[config.mk]
export PLATFORM = sky130hd
export DESIGN_NAME = ddc_nco_decimator
export DESIGN_NICKNAME = d
export VERILOG_FILES = /design/src/ddc_fir_dec2.v /design/src/ddc_nco_decimator.v
export VERILOG_INCLUDE_DIRS = /design/src
export SDC_FILE = /design/constraint.sdc
export NUM_CORES = 2
export LEC_CHECK = 0
export BUFFER_PORTS_ARGS = -buffer_cell sky130_fd_sc_hd__buf_4
export CAP_MARGIN = 25
export CORE_MARGIN = 4
export CORE_UTILIZATION = 59
export CTS_CLUSTER_SIZE = 16
export DETAILED_ROUTE_END_ITERATION = 8
export GPL_TIMING_DRIVEN = 0
export PLACE_DENSITY = 0.78
export SETUP_SLACK_MARGIN = 0.1
export SKIP_LAST_GASP = 1
export SLEW_MARGIN = 20
export SYNTH_ARGS = -nofsm -noshare
export SYNTH_HDL_FRONTEND = slang
export SYNTH_SLANG_ARGS = --single-unit
[constraint.sdc]
create_clock -name ref_clk -period 56.7 [get_ports ref_clk]
set_input_delay 11.34 -clock ref_clk [delete_from_list [all_inputs] [get_ports ref_clk]]
set_output_delay 11.34 -clock ref_clk [all_outputs]
set_load 0.01 [all_outputs]
[src/ddc_map.vh]
/*
 * register offsets, field positions, reset values and derived ratios for the
 * digital downconversion and decimation path.
 * assumes: included by the design files of that path, by bare name.
 */
// Function
// - 5-bit real in, complex dc samples out
// - coarse mixer on input, fine after stage one
// - coarse 6-bit tuning, fine 8-bit tuning
// - composite step fadc/3072 or fadc/4096
// - select 1..4 gives 32, 24, 16, 12
// - device computes both tuning words at init
// - calculation uses clock rate and if setting
// - coarse word is round(64*fif/fadc)
// - fine word is round(m*residual), two's complement
// - coarse phase init, lsb 1/64 cycle
// - fine phase init, lsb 1/1024 cycle
// - stage one decimates 3 or 4
// - stages two, three each decimate two
// - stage four only for 24 and 32
// - identical symmetric fir chains for i, q
// - every filter mode has linear phase
// - latency about 34.2 or 32.3 outputs
// - converter to output delay fixed, deterministic
`ifndef DDC_MAP_VH
`define DDC_MAP_VH
`define DDC_ADDR_FADC0 10'h100
`define DDC_ADDR_FADC1 10'h101
`define DDC_ADDR_FIF0 10'h102
`define DDC_ADDR_FIF1 10'h103
`define DDC_ADDR_DEC_SEL 10'h140
`define DDC_ADDR_COARSE_WORD 10'h141
`define DDC_ADDR_FINE_WORD 10'h142
`define DDC_ADDR_COARSE_INIT 10'h143
`define DDC_ADDR_FINE_INIT0 10'h144
`define DDC_ADDR_FINE_INIT1 10'h145
`define DDC_ADDR_STATUS 10'h146
`define DDC_DEC_SEL_LSB 0
`define DDC_DEC_SEL_MSB 2
`define DDC_DEC_SEL_RST 8'h04
`define DDC_FADC_RST 16'h0c80
`define DDC_FIF_RST 16'h00c8
`define DDC_SEL_D32 3'h1
`define DDC_SEL_D24 3'h2
`define DDC_SEL_D16 3'h3
`define DDC_SEL_D12 3'h4
`define DDC_COARSE_SCALE 64
`define DDC_M3 3072
`define DDC_M4 4096
`define DDC_DIV_BITS 32
`endif

[src/ddc_fir_dec2.v]
/*
 * one symmetric fir decimate-by-2 stage, with an optional bypass.
 * assumes: in_vld is a one-cycle pulse per input sample on ref_clk.
 */
`timescale 1ns/1ps
module ddc_fir_dec2 #(
    parameter W = 16
) (
    input wire ref_clk,
    input wire rst_n,
    input wire clk_en,
    input wire bypass,
    input wire in_vld,
    input wire signed [W-1:0] in_i,
    input wire signed [W-1:0] in_q,
    output reg out_vld,
    output reg signed [W-1:0] out_i,
    output reg signed [W-1:0] out_q
);
    // taps 1 3 3 1 over 8: symmetric, so the phase is linear
    reg signed [W-1:0] di_q [0:2];
    reg signed [W-1:0] dq_q [0:2];
    reg phase_q;
    wire signed [W+2:0] si = in_i + di_q[2] + 3'sh3 * (di_q[0] + di_q[1]);
    wire signed [W+2:0] sq = in_q + dq_q[2] + 3'sh3 * (dq_q[0] + dq_q[1]);

    always @(posedge ref_clk or negedge rst_n) begin
        if (!rst_n) begin
            di_q[0] <= {W{1'b0}};
            di_q[1] <= {W{1'b0}};
            di_q[2] <= {W{1'b0}};
            dq_q[0] <= {W{1'b0}};
            dq_q[1] <= {W{1'b0}};
            dq_q[2] <= {W{1'b0}};
            phase_q <= 1'b0;
            out_vld <= 1'b0;
            out_i <= {W{1'b0}};
            out_q <= {W{1'b0}};
        end else if (clk_en) begin
            out_vld <= 1'b0;
            if (in_vld) begin
                di_q[0] <= in_i;
                di_q[1] <= di_q[0];
                di_q[2] <= di_q[1];
                dq_q[0] <= in_q;
                dq_q[1] <= dq_q[0];
                dq_q[2] <= dq_q[1];
                phase_q <= ~phase_q;
                if (bypass) begin
                    out_vld <= 1'b1;
                    out_i <= in_i;
                    out_q <= in_q;
                end else if (phase_q) begin
                    out_vld <= 1'b1;
                    out_i <= si[W+2:3];
                    out_q <= sq[W+2:3];
                end
            end
        end
    end
endmodule // ddc_fir_dec2

[src/ddc_nco_decimator.v]
/*
 * receive path: coarse mixer, decimate 3/4 stage, fine mixer, then
 * two or three decimate-by-2 stages giving complex zero-if samples.
 * assumes: adc_data and sysref are asynchronous pins; registers reached over
 * a simple strobed address/data port on ref_clk.
 */
`timescale 1ns/1ps
`include "ddc_map.vh"
module ddc_nco_decimator #(
    parameter OW = 16
) (
    input wire ref_clk,
    input wire rst_n,
    input wire clk_en,
    input wire [4:0] adc_data,
    input wire sysref,
    input wire reg_wr,
    input wire reg_rd,
    input wire [9:0] reg_addr,
    input wire [7:0] reg_wdata,
    output reg [7:0] reg_rdata,
    output reg init_done,
    output reg iq_vld,
    output reg signed [OW-1:0] iq_i,
    output reg signed [OW-1:0] iq_q
);
    // ------------------------------------------------------------------
    // registers
    // ------------------------------------------------------------------
    reg [15:0] fadc_q;
    reg [15:0] fif_q;
    reg [7:0] dec_sel_q;
    reg [5:0] coarse_freq_word_q;
    reg [7:0] fine_freq_word_q;
    reg [5:0] coarse_phase_init_q;
    reg [9:0] fine_phase_init_q;
    reg recalc_q;
    wire [2:0] decimation_select = dec_sel_q[`DDC_DEC_SEL_MSB:`DDC_DEC_SEL_LSB];
    wire div3 = (decimation_select == `DDC_SEL_D24) || (decimation_select == `DDC_SEL_D12);
    wire use_stage4 = (decimation_select == `DDC_SEL_D32) || (decimation_select == `DDC_SEL_D24);
    // other select values fall through to the decimate-by-16 shape
    wire calc_start;
    wire calc_busy;
    wire calc_done;
    wire [5:0] calc_coarse;
    wire [7:0] calc_fine;

    always @(posedge ref_clk or negedge rst_n) begin
        if (!rst_n) begin
            fadc_q <= `DDC_FADC_RST;
            fif_q <= `DDC_FIF_RST;
            dec_sel_q <= `DDC_DEC_SEL_RST;
            coarse_freq_word_q <= 6'h00;
            fine_freq_word_q <= 8'h00;
            coarse_phase_init_q <= 6'h00;
            fine_phase_init_q <= 10'h000;
            recalc_q <= 1'b1;
            init_done <= 1'b0;
            reg_rdata <= 8'h00;
        end else if (clk_en) begin
            // a retrigger that lands mid-calculation stays pending
            if (calc_start) recalc_q <= 1'b0;
            if (calc_done) begin
                coarse_freq_word_q <= calc_coarse;
                fine_freq_word_q <= calc_fine;
                init_done <= ~recalc_q;
            end
            if (reg_wr) begin
                case (reg_addr)
                    `DDC_ADDR_FADC0: fadc_q[7:0] <= reg_wdata;
                    `DDC_ADDR_FADC1: fadc_q[15:8] <= reg_wdata;
                    `DDC_ADDR_FIF0: fif_q[7:0] <= reg_wdata;
                    `DDC_ADDR_FIF1: begin
                        fif_q[15:8] <= reg_wdata;
                        recalc_q <= 1'b1;
                        init_done <= 1'b0;
                    end
                    `DDC_ADDR_DEC_SEL: begin
                        dec_sel_q <= reg_wdata;
                        recalc_q <= 1'b1;
                        init_done <= 1'b0;
                    end
                    `DDC_ADDR_COARSE_WORD: coarse_freq_word_q <= reg_wdata[5:0];
                    `DDC_ADDR_FINE_WORD: fine_freq_word_q <= reg_wdata;
                    `DDC_ADDR_COARSE_INIT: coarse_phase_init_q <= reg_wdata[5:0];
                    `DDC_ADDR_FINE_INIT0: fine_phase_init_q[7:0] <= reg_wdata;
                    `DDC_ADDR_FINE_INIT1: fine_phase_init_q[9:8] <= reg_wdata[1:0];
                    default: ;
                endcase
            end
            if (reg_rd) begin
                case (reg_addr)
                    `DDC_ADDR_FADC0: reg_rdata <= fadc_q[7:0];
                    `DDC_ADDR_FADC1: reg_rdata <= fadc_q[15:8];
                    `DDC_ADDR_FIF0: reg_rdata <= fif_q[7:0];
                    `DDC_ADDR_FIF1: reg_rdata <= fif_q[15:8];
                    `DDC_ADDR_DEC_SEL: reg_rdata <= dec_sel_q;
                    `DDC_ADDR_COARSE_WORD: reg_rdata <= {2'b00, coarse_freq_word_q};
                    `DDC_ADDR_FINE_WORD: reg_rdata <= fine_freq_word_q;
                    `DDC_ADDR_COARSE_INIT: reg_rdata <= {2'b00, coarse_phase_init_q};
                    `DDC_ADDR_FINE_INIT0: reg_rdata <= fine_phase_init_q[7:0];
                    `DDC_ADDR_FINE_INIT1: reg_rdata <= {6'h00, fine_phase_init_q[9:8]};
                    `DDC_ADDR_STATUS: reg_rdata <= {6'h00, calc_busy, init_done};
                    default: reg_rdata <= 8'h00;
                endcase
            end
        end
    end

    // ------------------------------------------------------------------
    // tuning word calculation: serial restoring divider
    // ------------------------------------------------------------------
    // x = fif * M / fadc with M = 3072 or 4096, rounded; coarse = round(x*64/M),
    // fine = x - coarse*M/64, which equals round(M*(fif/fadc - coarse/64))
    localparam C_IDLE = 2'd0;
    localparam C_DIV = 2'd1;
    localparam C_FIN = 2'd2;
    reg [1:0] c_state_q;
    reg [5:0] c_cnt_q;
    reg [31:0] c_num_q;
    reg [31:0] c_rem_q;
    reg [31:0] c_quo_q;
    reg c_done_q;
    wire [31:0] m_val = div3 ? `DDC_M3 : `DDC_M4;
    wire [31:0] rem_sh = {c_rem_q[30:0], c_num_q[31]};
    wire rem_ge = rem_sh >= {16'h0000, fadc_q};
    // quotient carries one extra fraction bit for rounding
    wire [31:0] x_round = (c_quo_q + 32'd1) >> 1;
    wire [31:0] step = div3 ? 32'd48 : 32'd64;
    wire [31:0] coarse_full = (x_round + (step >> 1)) / step;
    wire [31:0] fine_full = x_round - coarse_full * step;
    assign calc_start = (c_state_q == C_IDLE) && recalc_q;
    assign calc_busy = (c_state_q != C_IDLE);
    assign calc_done = c_done_q;
    assign calc_coarse = coarse_full[5:0];
    assign calc_fine = fine_full[7:0];

    always @(posedge ref_clk or negedge rst_n) begin
        if (!rst_n) begin
            c_state_q <= C_IDLE;
            c_cnt_q <= 6'd0;
            c_num_q <= 32'd0;
            c_rem_q <= 32'd0;
            c_quo_q <= 32'd0;
            c_done_q <= 1'b0;
        end else if (clk_en) begin
            c_done_q <= 1'b0;
            case (c_state_q)
                C_IDLE: begin
                    if (recalc_q) begin
                        c_num_q <= fif_q * m_val * 32'd2;
                        c_rem_q <= 32'd0;
                        c_quo_q <= 32'd0;
                        c_cnt_q <= 6'd0;
                        c_state_q <= C_DIV;
                    end
                end
                C_DIV: begin
                    c_num_q <= {c_num_q[30:0], 1'b0};
                    c_rem_q <= rem_ge ? rem_sh - {16'h0000, fadc_q} : rem_sh;
                    c_quo_q <= {c_quo_q[30:0], rem_ge};
                    c_cnt_q <= c_cnt_q + 6'd1;
                    if (c_cnt_q == 6'd31) begin
                        c_state_q <= C_FIN;
                    end
                end
                C_FIN: begin
                    c_done_q <= 1'b1;
                    c_state_q <= C_IDLE;
                end
                default: c_state_q <= C_IDLE;
            endcase
        end
    end

    // ------------------------------------------------------------------
    // input synchronisers
    // ------------------------------------------------------------------
    reg [4:0] adc_s1_q, adc_s2_q, adc_s3_q, adc_q;
    reg sr_s1_q, sr_s2_q, sr_s3_q, sr_q, sr_d1_q;
    always @(posedge ref_clk or negedge rst_n) begin
        if (!rst_n) begin
            adc_s1_q <= 5'h00;
            adc_s2_q <= 5'h00;
            adc_s3_q <= 5'h00;
            adc_q <= 5'h00;
            sr_s1_q <= 1'b0;
            sr_s2_q <= 1'b0;
            sr_s3_q <= 1'b0;
            sr_q <= 1'b0;
            sr_d1_q <= 1'b0;
        end else if (clk_en) begin
            adc_s1_q <= adc_data;
            adc_s2_q <= adc_s1_q;
            adc_s3_q <= adc_s2_q;
            if (adc_s2_q == adc_s3_q) adc_q <= adc_s3_q;
            sr_s1_q <= sysref;
            sr_s2_q <= sr_s1_q;
            sr_s3_q <= sr_s2_q;
            if (sr_s2_q == sr_s3_q) sr_q <= sr_s3_q;
            sr_d1_q <= sr_q;
        end
    end
    wire sysref_evt = sr_q & ~sr_d1_q;

    // ------------------------------------------------------------------
    // coarse mixer and decimate-by-3/4 stage
    // ------------------------------------------------------------------
    function signed [OW-1:0] mix;
        input signed [OW-1:0] x;
        input [1:0] quad;
        input cosine;
        reg [1:0] q;
        begin
            // quarter-wave oscillator: values +1 0 -1 0 per quadrant
            q = cosine ? quad : quad - 2'd1;
            case (q)
                2'd0: mix = x;
                2'd2: mix = -x;
                default: mix = {OW{1'b0}};
            endcase
        end
    endfunction

    reg [5:0] coarse_acc_q;
    reg [9:0] fine_acc_q;
    reg [1:0] d1_cnt_q;
    reg signed [OW-1:0] s1_i_q, s1_q_q;
    reg s1_vld_q;
    // signed 5-bit converter code, centred on zero
    wire signed [OW-1:0] adc_x = {{(OW-5){~adc_q[4]}}, ~adc_q[4], adc_q[3:0]} <<< 6;
    wire signed [OW-1:0] c_i = mix(adc_x, coarse_acc_q[5:4], 1'b1);
    wire signed [OW-1:0] c_q = -mix(adc_x, coarse_acc_q[5:4], 1'b0);
    wire [1:0] d1_last = div3 ? 2'd2 : 2'd3;

    always @(posedge ref_clk or negedge rst_n) begin
        if (!rst_n) begin
            coarse_acc_q <= 6'h00;
            d1_cnt_q <= 2'd0;
            s1_i_q <= {OW{1'b0}};
            s1_q_q <= {OW{1'b0}};
            s1_vld_q <= 1'b0;
        end else if (clk_en) begin
            s1_vld_q <= 1'b0;
            if (sysref_evt) begin
                coarse_acc_q <= coarse_phase_init_q;
                d1_cnt_q <= 2'd0;
                s1_i_q <= {OW{1'b0}};
                s1_q_q <= {OW{1'b0}};
            end else begin
                coarse_acc_q <= coarse_acc_q + coarse_freq_word_q;
                // boxcar over 3 or 4 samples, symmetric so phase stays linear
                if (d1_cnt_q == d1_last) begin
                    d1_cnt_q <= 2'd0;
                    s1_vld_q <= 1'b1;
                    s1_i_q <= s1_i_q + (c_i >>> 2);
                    s1_q_q <= s1_q_q + (c_q >>> 2);
                end else begin
                    // the first sample of a group restarts the sum
                    d1_cnt_q <= d1_cnt_q + 2'd1;
                    s1_i_q <= (d1_cnt_q == 2'd0) ? (c_i >>> 2) : s1_i_q + (c_i >>> 2);
                    s1_q_q <= (d1_cnt_q == 2'd0) ? (c_q >>> 2) : s1_q_q + (c_q >>> 2);
                end
            end
        end
    end

    // ------------------------------------------------------------------
    // fine mixer: rotation by the top two phase bits
    // ------------------------------------------------------------------
    reg signed [OW-1:0] f_i_q, f_q_q;
    reg f_vld_q;
    wire [9:0] fine_step = {{2{fine_freq_word_q[7]}}, fine_freq_word_q};
    always @(posedge ref_clk or negedge rst_n) begin
        if (!rst_n) begin
            fine_acc_q <= 10'h000;
            f_i_q <= {OW{1'b0}};
            f_q_q <= {OW{1'b0}};
            f_vld_q <= 1'b0;
        end else if (clk_en) begin
            f_vld_q <= s1_vld_q;
            if (sysref_evt) begin
                fine_acc_q <= fine_phase_init_q;
            end else if (s1_vld_q) begin
                fine_acc_q <= fine_acc_q + fine_step;
                case (fine_acc_q[9:8])
                    2'd0: begin f_i_q <= s1_i_q; f_q_q <= s1_q_q; end
                    2'd1: begin f_i_q <= s1_q_q; f_q_q <= -s1_i_q; end
                    2'd2: begin f_i_q <= -s1_i_q; f_q_q <= -s1_q_q; end
                    default: begin f_i_q <= -s1_q_q; f_q_q <= s1_i_q; end
                endcase
            end
        end
    end

    // ------------------------------------------------------------------
    // decimate-by-2 cascade, i and q carried together
    // ------------------------------------------------------------------
    wire [3:0] st_vld;
    wire signed [OW-1:0] st_i [0:3];
    wire signed [OW-1:0] st_q [0:3];
    assign st_vld[0] = f_vld_q;
    assign st_i[0] = f_i_q;
    assign st_q[0] = f_q_q;
    genvar g;
    generate
        for (g = 0; g < 3; g = g + 1) begin : g_dec2
            ddc_fir_dec2 #(.W(OW)) u_dec2 (
                .ref_clk(ref_clk),
                .rst_n(rst_n),
                .clk_en(clk_en),
                .bypass((g == 2) ? ~use_stage4 : 1'b0),
                .in_vld(st_vld[g]),
                .in_i(st_i[g]),
                .in_q(st_q[g]),
                .out_vld(st_vld[g+1]),
                .out_i(st_i[g+1]),
                .out_q(st_q[g+1])
            );
        end
    endgenerate

    // fixed pipeline from converter to output, no data-dependent wait
    always @(posedge ref_clk or negedge rst_n) begin
        if (!rst_n) begin
            iq_vld <= 1'b0;
            iq_i <= {OW{1'b0}};
            iq_q <= {OW{1'b0}};
        end else if (clk_en) begin
            iq_vld <= st_vld[3];
            if (st_vld[3]) begin
                iq_i <= st_i[3];
                iq_q <= st_q[3];
            end
        end
    end
endmodule // ddc_nco_decimator

Word-level counts from Yosys, hierarchy flattened:

Index checks and enable logic that the tools add are counted.

* register bits after elaboration: 716
* input bits: 29
* output and inout bits: 42
* logic and storage cells: 238

* $add $sub $neg: 33
* multiply operators: 8
* div/mod/pow operators: 1
* order comparisons: 1
* equal/unequal tests: 27
* mux-type cells: 56
* bitwise logic cells: 8
* reductions and logical operators: 34

Operators by type and width (count)
* 16-bit by 16-bit adder with 17-bit output: 12
* 16-bit 2-to-1 mux: 10
* 32-bit one-hot mux with 2 select lines: 2
* 19-bit adder: 6
* 3-bit by 19-bit multiplier with 19-bit output, first input constant: 6
* 10-bit by 9-bit == test with 1-bit output, second input constant: 11
* 16-bit one-hot mux with 3 select lines: 2
* 8-bit one-hot mux with 11 select lines: 1
* 32-bit 2-to-1 mux: 2
* 16-bit one-hot mux with 2 select lines: 2
* 31-bit one-hot mux with 2 select lines: 1
* 16-bit negation: 3
* 3-bit AND reduction: 14
* 16-bit by 14-bit adder with 16-bit output: 2
* 31-bit by 6-bit adder with 32-bit output: 1
* 32-bit by 1-bit adder with 32-bit output, second input constant: 1
* 32-bit by 32-bit divider with 32-bit output: 1
* 32-bit by 16-bit greater-or-equal comparator with 1-bit output: 1
* 32-bit by 7-bit multiplier with 8-bit output: 1
* 31-bit 2-to-1 mux: 1
* 31-bit by 16-bit subtractor with 31-bit output: 1
* 6-bit 2-to-1 mux: 5
* 16-bit by 13-bit multiplier with 29-bit output: 1
* 8-bit 2-to-1 mux: 3
* 33 further kinds: 78

Longest topological paths before layout:

* depth in word-level cells: 10
* gate-level depth with buffers: 318

By module:

From an unflattened synthesis, not the netlist that was laid out.

* cell total of the unflattened synthesis: 7015
* area, all modules: 63892.5 um^2

Modules (own cells, without submodules)
* ddc_nco_decimator: times used 1, cells an instance 3958, area each 33677.3 um^2, seq. area each 7567.3 um^2
* ddc_fir_dec2 (g_dec2[0].u_dec2 ...): times used 2, cells an instance 1013, area each 10044.6 um^2, seq. area each 3253.1 um^2
* ddc_fir_dec2 (g_dec2[2].u_dec2): times used 1, cells an instance 1031, area each 10126.0 um^2, seq. area each 3253.1 um^2

Worst setup path after synthesis:

No wires, ideal clock.

* path kind: register to register
* start: register dec_sel_q[2]
* end: register fine_freq_word_q[7]
* library setup time: 0.150 ns
* arrival: 59.595 ns
* path slack: -3.045 ns
* cell stages (with the launch flop): 298
* cells stage by stage: dfstp_2 > xor2_1 > nor2b_1 > clkbuf_1 > inv_1 > clkbuf_1 > ha_1 > a21oi_1 > or3_1 > nor4_1 > and2_1 > nand4_1 > ha_1 > and2_1 > nor2b_1 > mux2i_1 > o31ai_1 > nand2_1 > [... 262 more ...] > o311a_1 > o2111ai_1 > nor3_2 > nand4_1 > a21boi_0 > ha_1 > inv_1 > ha_1 > ha_1 > ha_1 > inv_1 > ha_1 > nor2_1 > xnor2_1 > xnor2_1 > xnor2_1 > xnor2_1 > a41oi_1

* word-level cells in the longest chain between the ends: 10
* elaborated cells between the ends (all ways): 11
* classes of those cells: add/sub (2); mul (1); div (1); eq/ne (2); mux (4); reduce/logical (1)

RTL lines
* start: declaration: line ddc_nco_decimator.v:32 `reg [7:0] dec_sel_q;`
* start signal: assignment: line ddc_nco_decimator.v:52 `` dec_sel_q <= `DDC_DEC_SEL_RST; ``
* start signal: assignment: line ddc_nco_decimator.v:79 `dec_sel_q <= reg_wdata;`
* 3-bit by 2-bit == test with 1-bit output (no line) or 3-bit == test (tied branches)
* 1-bit logical OR (*): line ddc_nco_decimator.v:39 `` wire div3 = (decimation_select == `DDC_SEL_D24) || (decimation_select == `DDC_SEL_D12); ``
* 7-bit 2-to-1 mux (*): line ddc_nco_decimator.v:129 `wire [31:0] step = div3 ? 32'd48 : 32'd64;`
* 31-bit by 6-bit adder with 32-bit output: line ddc_nco_decimator.v:130 `wire [31:0] coarse_full = (x_round + (step >> 1)) / step;`
* 32-bit by 32-bit divider with 32-bit output: line ddc_nco_decimator.v:130
* 32-bit by 7-bit multiplier with 8-bit output (*): line ddc_nco_decimator.v:131 `wire [31:0] fine_full = x_round - coarse_full * step;`
* 8-bit subtractor (*): line ddc_nco_decimator.v:131
* 8-bit 2-to-1 mux (*): line ddc_nco_decimator.v:63 `if (calc_done) begin`
* 8-bit 2-to-1 mux: line ddc_nco_decimator.v:69 `case (reg_addr)`
* 8-bit 2-to-1 mux (*): line ddc_nco_decimator.v:68 `if (reg_wr) begin`
* end signal: assignment: line ddc_nco_decimator.v:65 `fine_freq_word_q <= calc_fine;`
* end signal: assignment: line ddc_nco_decimator.v:84 `` `DDC_ADDR_FINE_WORD: fine_freq_word_q <= reg_wdata; ``
* end: declaration: line ddc_nco_decimator.v:34 `reg [7:0] fine_freq_word_q;`

Mark *: on every way between the ends. The rest lies on a longest branch, timed or not.
A chain may end at the register's enable or synchronous reset.

Final worst setup path:

Same ends and word-level chain as after synthesis.

==> metrics.csv <==
metric;value;unit
status;completed;
total I/O pin count;71;
Setup Crit Path Kind;reg2reg;
area share of the largest cell type after synthesis;26.82;%
share of flip-flops with an asynchronous set or reset;100.0;%
Hold Crit Class;reg2reg;
Nets;8233;
Clock Sinks;677;
area occupied by multi-input gates;0.04356;sq mm
post-layout min period;54.85;ns
Hold Startpoint;g_dec2[2].u_dec2.out_i[6];
Detailed Routing Iterations Pass 1;6;
Synth Flop Type;dfrtp_1;
die area;0.1111;sq mm
WL/cell;18.88;um
Final Cell Area;0.07154;sq mm
core area;0.1051;sq mm
Storage cell area;0.01695;sq mm
R2R Path Start;dec_sel_q[2];
Top delay family on crit path;simple AND/OR/NAND/NOR gates;
hpwl dp;124300;um
grt ovf;0;
layout cells sized above 1;17.04;%
Fin. Hold Viols;0;
starting density of the core;59.38;%
worst path required time;57.18;ns
Distinct cells, synth;142;
Inst Count DP;8558;
non-filler instance count after layout;8923;
Bufs and invs on worst path;53;
Worst Path Max Fanout;11;
CTS tree;done;
largest net degree at the start of global routing;104;
initial antenna violation count;4;
Synth Area per Inst;8.800;sq um
synth-to-layout area growth;14.61;%
hold path depth;2;
Die H;333.3;um
fin util;68.06;%
Clock Tree Buf Depth;3;
CTS Hold Bufs;0;
Num CTS Buffers;77;
Post-synth EDFFs;0;
reg-to-reg slack, setup;1.85;ns
CP max-delay cell;dfstp_2;
Max Freq;0.01823;GHz
DR DRC count;0;
clock skew;0.03431;ns
CP arrival;55.33;ns
Tot GR Track Use;29.03;%
final WL;168500;um
worst hold endpoint;g_dec2[2].u_dec2.out_i[6];
Seq cells post-synth;677;
CP Launch Type;flip-flop;
leading area contributor after synthesis;dfrtp_1;
Relative slew margins;30.60;%
Final Max Tran Viols;0;
Final GP Congestion;0.9349;
setup TNS;0;ns
post-synthesis instance area;0.06242;sq mm
YS warnings;0;
first-pass GRT wire length;271800;um
Vias;55090;
Slew @ Worst Pin;1.033;ns
Critical Path Start;dec_sel_q[2];
worst r2r dst;fine_freq_word_q[7];
Vias/cell;6.174;
Post-Syn Instances;7093;
syn_nets;7859;
Seq/Total Area, Yosys;27.16;%
CTS H-Tree Depth;3;
std cell rows;119;
Reg2Reg Depth;304;
die extent in x;333.3;um
endpoints failing setup;0;
filler instances;8143;
clk root buf;clkbuf_16;
Clock Pin Slew Worst Setup and Hold Paths;0.06;ns
period utilisation layout;96.73;%
area post-placement;0.06500;sq mm
Antenna Nets Post-Route;0;
Crit path top cell by count;buf_4;
Worst-Skew Late Latency;0.64;ns
max incr delay on CP;0.54;ns
vias in the first global route;53780;
count of buffers from port buffering;64;
critical path endpoint category;flip-flop;
ranking of synthesized cells by area;dfrtp_1 27%, ha_1 13%, mux2_2 6.9%, xnor2_1 4.7%, a21oi_1 4.3%;
Iteration-0 DRC Markers;4544;
# Max-Cap Violations;0;
-- logic make-up (layout without fill, tap and decap cells) --
logic type	Yosys count	in the layout	synth area share, %
AO/OA/AOI/OAI	1921	1921	20.21
AND/OR/NAND/NOR	1823	1823	14.78
buffers and inverters	957	1394	5.942
adder cells (fa/ha/maj)	740	740	16.17
flip-flops	677	677	27.16
XOR/XNOR	521	521	7.389
multiplexers	453	453	8.339
other	1	3	0.006008
-- cells in the mapped netlist (43+ instances only) --
cell,instances
inv_1,707
dfrtp_1,669
ha_1,625
a21oi_1,538
nand2_1,484
nor2_1,410
o21ai_0,408
mux2_2,383
xnor2_1,338
xor2_1,179
clkbuf_1,156
nor3_1,149
nand3_1,147
o21bai_1,126
a21o_1,117
fa_1,112
nor2b_1,89
nand2b_1,81
and2_1,78
o21a_1,68
o22ai_1,62
nand4_1,61
or3_1,59
o211ai_1,55
a31oi_1,52
mux2i_1,49
nor4_1,48
and3_1,45
buf_1,43
-- cell usage in the layout (no fill, tap or decap), drive strengths merged, types with 71 or more instances in the layout --
cell and instances:
nand2b 81, a21oi 539, nor3 159, o21bai 126
o21a 71, mux2 388, inv 714, a21o 117
nand2 485, and2 79, nand3 151, dfrtp 669
clkbuf 259, ha 625, nor2b 89, o21ai 446
fa 112, nor2 416, xor2 179, xnor2 339
buf 391
-- repair_timing --
| action | 4_1_cts | 5_1_grt |
|---|---|---|
| pin swaps | 47 | 112 |
| setup buffers | 93 | 124 |
| resized for setup | 241 | 215 |
| endpoints found under the setup margin | 9 | 6 |
| gates cloned | 2 | 0 |
-- metrics by stage --
stage | hold WS (ns) | worst slack (ns)
after floorplan | 0.4421 | 0.1727
after global placement | 0.4589 | -12.59
after detailed placement | 0.4683 | -13.59
after CTS | 0.4767 | 0.1125
after global routing | 0.4987 | -0.6901
final | 0.4775 | 1.852
-- final cells by class --
cell class,count,area share (%)
clock inverter,32,0.8745
inverter,711,3.753
sequential,677,23.70
tap,1391,2.433
clock buffer,110,3.220
buffer,244,1.754
timing repair buffer,297,3.367
multi-input combinational,5459,60.90
antenna,2,0.006996
-- how the worst max path moves through the flow --
stage	endpoint	cells past startpoint	slack, ns
after floorplan	fine_freq_word_q[7]	304	0.17
after global placement	fine_freq_word_q[7]	296	-12.59
after detailed placement	fine_freq_word_q[7]	298	-13.59
after CTS	fine_freq_word_q[7]	310	0.11
after global routing	fine_freq_word_q[7]	300	-0.69
final	fine_freq_word_q[7]	304	1.85
-- worst register-to-register path: cells and delay by family (launching register included) --
kind | cells | cell delay [ns]
AO/OA/AOI/OAI | 95 | 15.11
XOR/XNOR | 5 | 0.87
adder cells (fa/ha/maj) | 33 | 9.18
buffers and inverters | 53 | 6.99
flip-flops | 1 | 0.54
multiplexers | 8 | 2.17
AND/OR/NAND/NOR | 110 | 19.85
-- per-layer routing --
metal	track usage [%]	up-vias	share of wire, %
li1	-	26150	-
met1	39.78	26810	44
met2	48.27	1753	47
met3	3.881	378	5.8
met4	8.517	0	2.8
met5	0	-	0
-- sequential cells by signal, indices dropped and copies added (netlist names), 8 cells and up --
register,flops
c_quo_q,32
c_rem_q,31
f_q_q,13
fine_phase_init_q,10
g_dec2.u_dec2.dq_q,138
reg_rdata,8
fif_q,16
f_i_q,14
s1_q_q,12
fine_freq_word_q,8
s1_i_q,12
dec_sel_q,8
g_dec2.u_dec2.out_i,48
iq_i,16
fine_acc_q,10
c_num_q,21
iq_q,16
g_dec2.u_dec2.di_q,135
fadc_q,16
g_dec2.u_dec2.out_q,48
Power is not shown: default switching activity piles up to over one toggle a cycle in this logic, so the estimate is an artifact.
